### config.mk
export PLATFORM = sky130hd
export DESIGN_NAME = add_and_accumulator_ops
export DESIGN_NICKNAME = d
export VERILOG_FILES = /design/src/logic/add_acc_pkg.sv /design/src/logic/add_and_accumulator_ops.sv /design/src/logic/phase_gen.sv
export SDC_FILE = /design/constraint.sdc
export NUM_CORES = 1
export LEC_CHECK = 0
export ABC_AREA = 1
export BUFFER_PORTS_ARGS = -buffer_cell sky130_fd_sc_hd__buf_2
export CAP_MARGIN = 10
export CORE_MARGIN = 1
export CORE_UTILIZATION = 29
export CTS_CLUSTER_DIAMETER = 150
export DETAILED_ROUTE_END_ITERATION = 10
export HOLD_SLACK_MARGIN = 0.05
export PLACE_DENSITY = 0.53
export SETUP_SLACK_MARGIN = 0.05
export SYNTH_ARGS = -nofsm -noshare
export SYNTH_HDL_FRONTEND = slang
export SYNTH_SLANG_ARGS = --single-unit
### constraint.sdc
create_clock -name i_core_clk -period 1.5 [get_ports i_core_clk]
set_input_delay 0.15 -clock i_core_clk [delete_from_list [all_inputs] [get_ports i_core_clk]]
set_output_delay 0.15 -clock i_core_clk [all_outputs]
set_load 0.02 [all_outputs]
### src/logic/add_acc_pkg.sv
// shared constants and types for the add and accumulator datapath
package add_acc_pkg;
  localparam int DATA_W  = 8;
  localparam int ADDR_W  = 7;
  localparam int INSN_W  = 14;
  localparam int NIB_W   = 4;
  // instruction field positions
  localparam int OPC_HI  = 13;
  localparam int OPC5_LO = 9;
  localparam int OPC6_LO = 8;
  localparam int DEST_BIT = 7;
  localparam int LIT_HI  = 7;
  localparam int ADDR_HI = 6;
  // opcode patterns
  localparam logic [4:0] ADD_LIT_PAT  = 5'h1F;
  localparam logic [5:0] AND_LIT_PAT  = 6'h39;
  localparam logic [5:0] ADD_FILE_PAT = 6'h07;
  localparam logic [5:0] AND_FILE_PAT = 6'h05;
  // file address of the timer zero count register
  localparam logic [ADDR_W-1:0] TIMER_ZERO_ADDR = 7'h01;
  // reset values
  localparam logic [DATA_W-1:0] ACC_RST  = 8'h00;
  localparam logic [DATA_W-1:0] ZERO_VAL = 8'h00;

  typedef enum logic [1:0] {PH_Q1, PH_Q2, PH_Q3, PH_Q4} phase_e;

  typedef enum logic [2:0] {
    OP_NONE,
    OP_ADD_LIT,
    OP_ADD_FILE,
    OP_AND_LIT,
    OP_AND_FILE
  } op_e;
endpackage : add_acc_pkg

### src/logic/add_and_accumulator_ops.sv
// add and and datapath for literal and file register forms
//
// Behaviour
// - add literal opcode adds low literal to accumulator, updates carry, digit carry, zero.
// - add file opcode adds accumulator and addressed file register, updates all three flags.
// - file forms write accumulator when destination bit 0, file register when 1.
// - and literal opcode ands accumulator with literal into accumulator, only zero changes.
// - and file opcode ands accumulator with file register, routes by destination bit.
// - file forms decode Q1, read register Q2, compute Q3, write destination Q4.
// - literal forms decode Q1, take literal Q2, compute Q3, write accumulator Q4.
// - port register operands use synchronised pin values, not the output latch.
// - writing timer zero count with destination 1 clears an assigned prescaler.
module add_and_accumulator_ops
  import add_acc_pkg::*;
(
  // clock and reset
  input  wire logic              i_core_clk,
  input  wire logic              i_arst_n,
  // instruction from decode, sampled in Q1
  input  wire logic              i_insn_valid,
  input  wire logic [INSN_W-1:0] i_insn,
  // file register read side
  input  wire logic [DATA_W-1:0] i_file_rdata,
  input  wire logic              i_file_is_port,
  input  wire logic [DATA_W-1:0] i_port_pins,
  // timer prescaler assignment
  input  wire logic              i_prescaler_to_timer,
  // file register access
  output logic [ADDR_W-1:0]      o_file_addr,
  output logic                   o_file_rd,
  output logic                   o_file_wr,
  output logic [DATA_W-1:0]      o_file_wdata,
  output logic                   o_prescaler_clear,
  // accumulator and status
  output logic [DATA_W-1:0]      o_acc,
  output logic                   o_carry,
  output logic                   o_digit_carry_flag,
  output logic                   o_zero,
  output logic                   o_insn_done
);
  function automatic op_e decode_op(input logic [INSN_W-1:0] w);
    if (w[OPC_HI:OPC5_LO] == ADD_LIT_PAT) begin
      return OP_ADD_LIT;
    end else if (w[OPC_HI:OPC6_LO] == AND_LIT_PAT) begin
      return OP_AND_LIT;
    end else if (w[OPC_HI:OPC6_LO] == ADD_FILE_PAT) begin
      return OP_ADD_FILE;
    end else if (w[OPC_HI:OPC6_LO] == AND_FILE_PAT) begin
      return OP_AND_FILE;
    end
    return OP_NONE;
  endfunction : decode_op

  function automatic logic is_file(input op_e o);
    return (o == OP_ADD_FILE) || (o == OP_AND_FILE);
  endfunction : is_file

  phase_e              phase;
  op_e                 op;
  op_e                 next_op;
  logic [DATA_W-1:0]   lit;
  logic [DATA_W-1:0]   next_lit;
  logic                dest_file;
  logic                next_dest_file;
  logic [DATA_W-1:0]   operand;
  logic [DATA_W-1:0]   next_operand;
  logic [DATA_W-1:0]   res;
  logic [DATA_W-1:0]   next_res;
  logic                res_carry;
  logic                next_res_carry;
  logic                res_half;
  logic                next_res_half;
  logic [ADDR_W-1:0]   next_file_addr;
  logic                next_file_rd;
  logic                next_file_wr;
  logic [DATA_W-1:0]   next_file_wdata;
  logic                next_prescaler_clear;
  logic [DATA_W-1:0]   next_acc;
  logic                next_carry;
  logic                next_digit_carry_flag;
  logic                next_zero;
  logic                next_insn_done;
  logic [DATA_W-1:0]   pin_meta;
  logic [DATA_W-1:0]   pin_sync;
  logic [DATA_W:0]     sum_full;
  logic [NIB_W:0]      sum_nib;
  logic [DATA_W-1:0]   insn_lit;

  phase_gen i_phase_gen (
    .i_core_clk (i_core_clk),
    .i_arst_n   (i_arst_n),
    .o_phase    (phase)
  );

  assign insn_lit = i_insn[LIT_HI:0];
  assign sum_full = {1'b0, o_acc} + {1'b0, operand};
  assign sum_nib  = {1'b0, o_acc[NIB_W-1:0]} + {1'b0, operand[NIB_W-1:0]};

  // pins are asynchronous to the core; latch contents never seen here
  always_ff @(posedge i_core_clk or negedge i_arst_n) begin
    if (!i_arst_n) begin
      pin_meta <= ZERO_VAL;
      pin_sync <= ZERO_VAL;
    end else begin
      pin_meta <= i_port_pins;
      pin_sync <= pin_meta;
    end
  end

  always_comb begin
    next_op               = op;
    next_lit              = lit;
    next_dest_file        = dest_file;
    next_operand          = operand;
    next_res              = res;
    next_res_carry        = res_carry;
    next_res_half         = res_half;
    next_file_addr        = o_file_addr;
    next_file_rd          = 1'b0;
    next_file_wr          = 1'b0;
    next_file_wdata       = o_file_wdata;
    next_prescaler_clear  = 1'b0;
    next_acc              = o_acc;
    next_carry            = o_carry;
    next_digit_carry_flag = o_digit_carry_flag;
    next_zero             = o_zero;
    next_insn_done        = 1'b0;
    unique case (phase)
      PH_Q1: begin
        // unsupported words leave op idle so the cycle passes as a no-op
        next_op        = i_insn_valid ? decode_op(i_insn) : OP_NONE;
        next_lit       = insn_lit;
        next_dest_file = i_insn[DEST_BIT];
        next_file_addr = i_insn[ADDR_HI:0];
        next_file_rd   = i_insn_valid && is_file(decode_op(i_insn));
      end
      PH_Q2: begin
        if (is_file(op)) begin
          next_operand = i_file_is_port ? pin_sync : i_file_rdata;
        end else begin
          next_operand = lit;
        end
      end
      PH_Q3: begin
        unique case (op)
          OP_ADD_LIT, OP_ADD_FILE: begin
            next_res       = sum_full[DATA_W-1:0];
            next_res_carry = sum_full[DATA_W];
            next_res_half  = sum_nib[NIB_W];
          end
          OP_AND_LIT, OP_AND_FILE: begin
            next_res = o_acc & operand;
          end
          OP_NONE: begin
            next_res = res;
          end
        endcase
        next_file_wr    = is_file(op) && dest_file;
        next_file_wdata = next_res;
        next_prescaler_clear = is_file(op) && dest_file && i_prescaler_to_timer
                               && (o_file_addr == TIMER_ZERO_ADDR);
      end
      PH_Q4: begin
        if (op != OP_NONE) begin
          if (!(is_file(op) && dest_file)) begin
            next_acc = res;
          end
          next_zero = (res == ZERO_VAL);
          // logic forms leave carry and digit carry untouched
          if (op == OP_ADD_LIT || op == OP_ADD_FILE) begin
            next_carry            = res_carry;
            next_digit_carry_flag = res_half;
          end
          next_insn_done = 1'b1;
        end
        next_op = OP_NONE;
      end
    endcase
  end

  always_ff @(posedge i_core_clk or negedge i_arst_n) begin
    if (!i_arst_n) begin
      op                 <= OP_NONE;
      lit                <= ZERO_VAL;
      dest_file          <= 1'b0;
      operand            <= ZERO_VAL;
      res                <= ZERO_VAL;
      res_carry          <= 1'b0;
      res_half           <= 1'b0;
      o_file_addr        <= '0;
      o_file_rd          <= 1'b0;
      o_file_wr          <= 1'b0;
      o_file_wdata       <= ZERO_VAL;
      o_prescaler_clear  <= 1'b0;
      o_acc              <= ACC_RST;
      o_carry            <= 1'b0;
      o_digit_carry_flag <= 1'b0;
      o_zero             <= 1'b0;
      o_insn_done        <= 1'b0;
    end else begin
      op                 <= next_op;
      lit                <= next_lit;
      dest_file          <= next_dest_file;
      operand            <= next_operand;
      res                <= next_res;
      res_carry          <= next_res_carry;
      res_half           <= next_res_half;
      o_file_addr        <= next_file_addr;
      o_file_rd          <= next_file_rd;
      o_file_wr          <= next_file_wr;
      o_file_wdata       <= next_file_wdata;
      o_prescaler_clear  <= next_prescaler_clear;
      o_acc              <= next_acc;
      o_carry            <= next_carry;
      o_digit_carry_flag <= next_digit_carry_flag;
      o_zero             <= next_zero;
      o_insn_done        <= next_insn_done;
    end
  end
endmodule : add_and_accumulator_ops

### src/logic/phase_gen.sv
// four-phase instruction cycle sequencer
module phase_gen
  import add_acc_pkg::*;
(
  // clock and reset
  input  wire logic i_core_clk,
  input  wire logic i_arst_n,
  // phase
  output phase_e    o_phase
);
  phase_e next_phase;

  always_comb begin
    unique case (o_phase)
      PH_Q1: next_phase = PH_Q2;
      PH_Q2: next_phase = PH_Q3;
      PH_Q3: next_phase = PH_Q4;
      PH_Q4: next_phase = PH_Q1;
    endcase
  end

  always_ff @(posedge i_core_clk or negedge i_arst_n) begin
    if (!i_arst_n) begin
      o_phase <= PH_Q1;
    end else begin
      o_phase <= next_phase;
    end
  end
endmodule : phase_gen

==> results of run 1 <==
-- cell families after synthesis --
kind of cell	count (synthesis)
compound gates	53
mux	2
simple gates	158
buf+inv	53
flops	62
xor+xnor	1
fa+ha+maj	13
-- layer usage --
metal  part of all wire [%]  global-route usage, %
met1                     47                  17.65
met2                     48                  24.62
met3                    4.5                  4.172
met4                    1.1                  5.055
met5                      0                      0
-- power by group --
group          total [uW]  internal (uW)  switching (uW)
sequential           1900           1790             109
clock                1510            787             719
combinational         731            321             410
total                4130           2900            1240
-- layout make-up --
| class | count | area, um2 | area share [%] |
|---|---|---|---|
| clock inverter | 7 | 78.83 | 1.951 |
| tap | 133 | 166.4 | 4.119 |
| inverter | 48 | 180.2 | 4.460 |
| clock buffer | 9 | 123.9 | 3.066 |
| sequential | 62 | 1555 | 38.49 |
| timing repair buffer | 98 | 630.6 | 15.61 |
| multi-input combinational | 227 | 1305 | 32.30 |
-- critical path, stage by stage, from the launching register on --
cell and delay (ns):
dfrtp_2 0.42, ha_4 0.17, fa_2 0.40, nand3_2 0.09, nand2_2 0.06, nand2_1 0.06
nand3_1 0.08, nand2_1 0.07, o21ai_0 0.07
-- worst paths after layout --
check                                startpoint                 to  slack (ns)  cells after the start
setup reg to reg                       o_acc[0]             res[4]       -0.03                      8
setup / recovery                       o_acc[0]             res[4]       -0.03                      8
max in group asynchronous              i_arst_n           o_acc[1]        0.88                      3
min in group asynchronous              i_arst_n        pin_meta[6]        0.34                      3
hold / removal             i_prescaler_to_timer  o_prescaler_clear        0.08                      3
hold reg to reg                     pin_meta[3]        pin_sync[3]        0.35                      0
-- synthesized netlist by cell type (all sizes together) --
library cell	number	area share, %
or2	1	0.21
xnor2	1	0.30
buf	1	0.38
inv	48	6.2
nand4	3	0.64
dfrtp	62	53
nand3b	1	0.26
mux2	2	0.77
clkbuf	4	0.51
a21oi	10	2.1
o21ai	31	5.4
nor3	2	0.34
nand2	98	13
nand3	22	3.8
nor2	28	3.8
fa	1	0.68
o22ai	3	0.64
nor4	3	0.64
a31oi	8	1.7
ha	12	5.1
o211ai	1	0.26
-- timing repair --
item                       4_1_cts  5_1_grt
gates resized for setup          5       16
pin swaps                        2        5
hold buffers                    17        0
setup endpoints to repair        6       14
buffers inserted                 4        2
hold endpoints to repair        78        0
-- flip-flops by register name, indices dropped and copies added, names as in the netlist, 2 cells and up --
| signal | cells |
|---|---|
| o_acc | 8 |
| operand | 8 |
| pin_meta | 8 |
| pin_sync | 8 |
| res | 8 |
| o_file_addr | 6 |
| op | 3 |
| i_phase_gen.o_phase | 2 |
| lit | 2 |
-- per-stage QoR --
step                      total power [uW]  utilization (%)  setup TNS [ns]
after floorplan                       2286                -               0
after global placement                2557            36.07               0
after detailed placement              2565            36.07        -0.04724
after CTS                             4154            40.44       -0.001665
after global routing                  4367            41.33         -0.4881
final                                 4133            41.33        -0.06578
==> flow_summary.toml, run 1 <==
[outcome]
status = "finished with violations"
violations = "negative setup slack"

[timing]
setup-violations-final = 3
final_hold_viol_count = 0
timing.final.crit_share_pct = 101.9
setup_slack_ns = -0.02785
whs_ns = 0.08156
skew_ns = 0.008664
slew_viol_final = 0
rsz0062_at_grt = "yes"
timing.fmax_mhz = 654.5
period_minus_slack_ns = 1.528
tightestPinTransition_ns = 0.4738
slew_headroom_pct = 68.12

[route]
vias = 2568
drc = 0
drt_iter0_drc = 81
antenna_left = 0
drt_pre_antenna_iters = 4
routedWlPerCell_um = 11.95
vias_per_cell = 4.397
drt_wl_total_mm = 6.979

[layout]
antenna_cells = 0
layout_common_cells = "90 x nand2_1, 64 x buf_2, 59 x dfrtp_1"
fin_cells = 584
final_common_cell = "nand2_1"
fin_area_um2 = 4040
final_layout_size_suffix_gt1_share_pct = 29.71
nets = 494
nFillCells = 990
area_growth_pct = 37.99

[grt]
track_usage_pct = 14.54
grt_max_degree = 63
grt_pass1_wl_mm = 11.46
antenna_found_initial = 0
globalRouteOverflowTotal = 0
grt_pass1_vias = 2533

[placement]
io_buffers = 64
post-place-ws_ns = -0.01782
place_congestion = 0.8253
dp.cells = 545
dp_hpwl_mm = 5.106
dpl_cell_area_um2 = 3526

[clock_network]
clk_pin_slew_ns = 0.08
cts_tree = "built"
ctsRootBufferMaster = "clkbuf_8"
cts_sinks = 62
cts_made_buffers = 9
htreeDepth = 3
clock_latency_ns = 0.34
clk_path_buf_depth = 2

[logic_synthesis]
synthMuxAreaShare_pct = 0.7692
synth_top_family_by_area = "simple AND/OR/NAND/NOR gates"
synth-xor-area-share_pct = 0.2991
synth_compound_area_share_pct = 10.13
yosys_warnings = 0
synthSimpleGateAreaFrac_pct = 22.95
syn_area_um2 = 2928
syn_area_per_cell_um2 = 8.561
synth-seq-cells = 62
synth_nets = 390
ys_types = 28
synthAdderAreaFrac_pct = 5.812
yosysSeqAreaShare_pct = 52.99
synthCells = 342

[setup_path]
worstSetupStartpointType = "register"
critical_path_class = "register to register"
cp.arrival_ns = 1.76
critPathMaxFanout = 3
crit_required_ns = 1.73
worstSetupEndpointType = "register"

[die]
initial_core_util_pct = 29.95
rows = 36
fp.dieH_um = 102.5
dieWidth_um = 102.5
io_pins = 65
coreArea_um2 = 9774
dieArea_um2 = 10500

[power]
power.leakage_uw = 0.002075
ir_drop_uv = 639.1
power_density_nw_per_um2 = 1023

[job]
maxCapViolCount = 0

[hold_path]
hp-class = "primary input to register"
Note: power is estimated with default switching activity, not from simulation.
==> run 2: changes to the inputs <==
Settings changed: REMOVE_ABC_BUFFERS set to 1.
==> run 2 against run 1 <==
Effect of this change:
- the flow still finishes with violations (negative setup slack)
- final cell count is 1.5% higher
- largest power group unchanged
- highest routed layer unchanged
- worst setup slack improved by 0.016 ns
- clock skew shrank 0.0031 ns
- clock power rose by 17%
- critical path depth grew 1
- combinational power is 5.3% higher
- routed wire length down 0.27%
- count of clock-buffer cells in the layout is 1 higher
==> flow_summary.toml, run 2 (synthesis gave the netlist of run 1 again) <==
[outcome]
status = "finished with violations"
violations = "negative setup slack"

[timing]
skew_ns = 0.005607
period_minus_slack_ns = 1.512
whs_ns = 0.09446
setup-violations-final = 2
timing.final.crit_share_pct = 100.8
slew_headroom_pct = 71.86
tightestPinTransition_ns = 0.4183
setup_slack_ns = -0.01189
timing.fmax_mhz = 661.4
final_hold_viol_count = 0
rsz0062_at_grt = "yes"
slew_viol_final = 0

[clock_network]
clock_latency_ns = 0.34
cts_sinks = 62
clk_path_buf_depth = 2
htreeDepth = 3
cts_tree = "built"
clk_pin_slew_ns = 0.07
ctsRootBufferMaster = "clkbuf_8"
cts_made_buffers = 9

[die]
fp.dieH_um = 102.5
coreArea_um2 = 9774
dieArea_um2 = 10500
initial_core_util_pct = 29.95
rows = 36
dieWidth_um = 102.5
io_pins = 65

[job]
maxCapViolCount = 0

[power]
power_density_nw_per_um2 = 1066
power.leakage_uw = 0.002142
ir_drop_uv = 414.6

[grt]
use_met2_pct = 23.64
antenna_found_initial = 0
busiest_layer = "met2"
globalRouteOverflowTotal = 0
grt_max_degree = 63
grt_pass1_vias = 2631
track_usage_pct = 14.93
grt_pass1_wl_mm = 11.96
met3_usage_pct = 3.557
grt_use_met1_pct = 19.14

[hold_path]
hp-class = "primary input to register"
min_path_cells = 3

[route]
vias = 2581
drc = 0
antenna_left = 0
vias_per_cell = 4.352
routedWlPerCell_um = 11.74
drt_pre_antenna_iters = 4
drt_iter0_drc = 105
drt_wl_total_mm = 6.960

[setup_path]
r2r.worst_path.cells = 9
crit_required_ns = 1.77
worstSetupStartpointType = "register"
cp.arrival_ns = 1.79
critical_path_class = "register to register"
worstSetupEndpointType = "register"
critPathMaxFanout = 3

[layout]
fin_cells = 593
area_growth_pct = 41.92
fin_area_um2 = 4155
final_layout_size_suffix_gt1_share_pct = 32.17
antenna_cells = 0
nets = 503
final_common_cell = "nand2_1"
layout_common_cells = "86 x nand2_1, 64 x buf_2, 60 x dfrtp_1"

[placement]
dp_hpwl_mm = 5.084
place_congestion = 0.8030
dpl_cell_area_um2 = 3543
dp.cells = 553
io_buffers = 64
## run 2: critical path, stage by stage (launching register included)
cell     delay (ns)
dfrtp_1        0.39
ha_2           0.20
fa_2           0.37
nand2_1        0.08
nand2_1        0.06
nand3_2        0.06
nand2_1        0.05
nand2_1        0.07
nand3_2        0.06
a21oi_2        0.11
## run 2: final cells by class
cell class | count | area [um2]
fillers | 961 | 5619
repair buffers | 107 | 701.9
inverters | 48 | 182.7
well taps | 133 | 166.4
multi-input cells | 227 | 1313
clock inverters | 6 | 110.1
flip-flops and latches | 62 | 1554
clock buffers | 10 | 127.6
## run 2: metrics by stage
step	setup WS, ns	total power [uW]	utilization, %	TNS, ns
final	-0.01189	4428	42.51	-0.01884
after global routing	-0.1289	4674	42.51	-0.3965
after CTS	-0.03606	4421	41.33	-0.05414
after detailed placement	-0.1100	2576	36.25	-0.4264
after global placement	-0.09167	2566	36.25	-0.2458
after floorplan	-0.1469	2266	-	-0.6926
## run 2: final timing paths
kind | from | end | slack [ns]
min in group asynchronous | i_arst_n | pin_meta[1] | 0.33
min reg2reg | pin_meta[0] | pin_sync[0] | 0.35
max in group asynchronous | i_arst_n | o_acc[1] | 0.86
max | o_acc[0] | res[6] | -0.01
min | i_insn_valid | op[2] | 0.09
max reg2reg | o_acc[0] | res[6] | -0.01
## run 2: power by group
part,total [uW],switching [uW],internal (uW)
Sequential,1890,104,1790
Combinational,770,424,346
Clock,1760,663,1100
Total,4430,1190,3240
## run 2: what timing repair did
item | CTS | global route
resized for setup | 14 | 23
pin swaps | 10 | 15
setup buffers | 3 | 4
hold endpoints to repair | 78 | 0
hold buffers | 17 | 0
setup endpoints to repair | 8 | 16
## run 2: metal layers
| layer | vias up | wire, um |
|---|---|---|
| li1 | 1323 | - |
| met1 | 1168 | 3369 |
| met2 | 75 | 3091 |
| met3 | 15 | 304 |
| met4 | 0 | 194 |
| met5 | - | 0 |
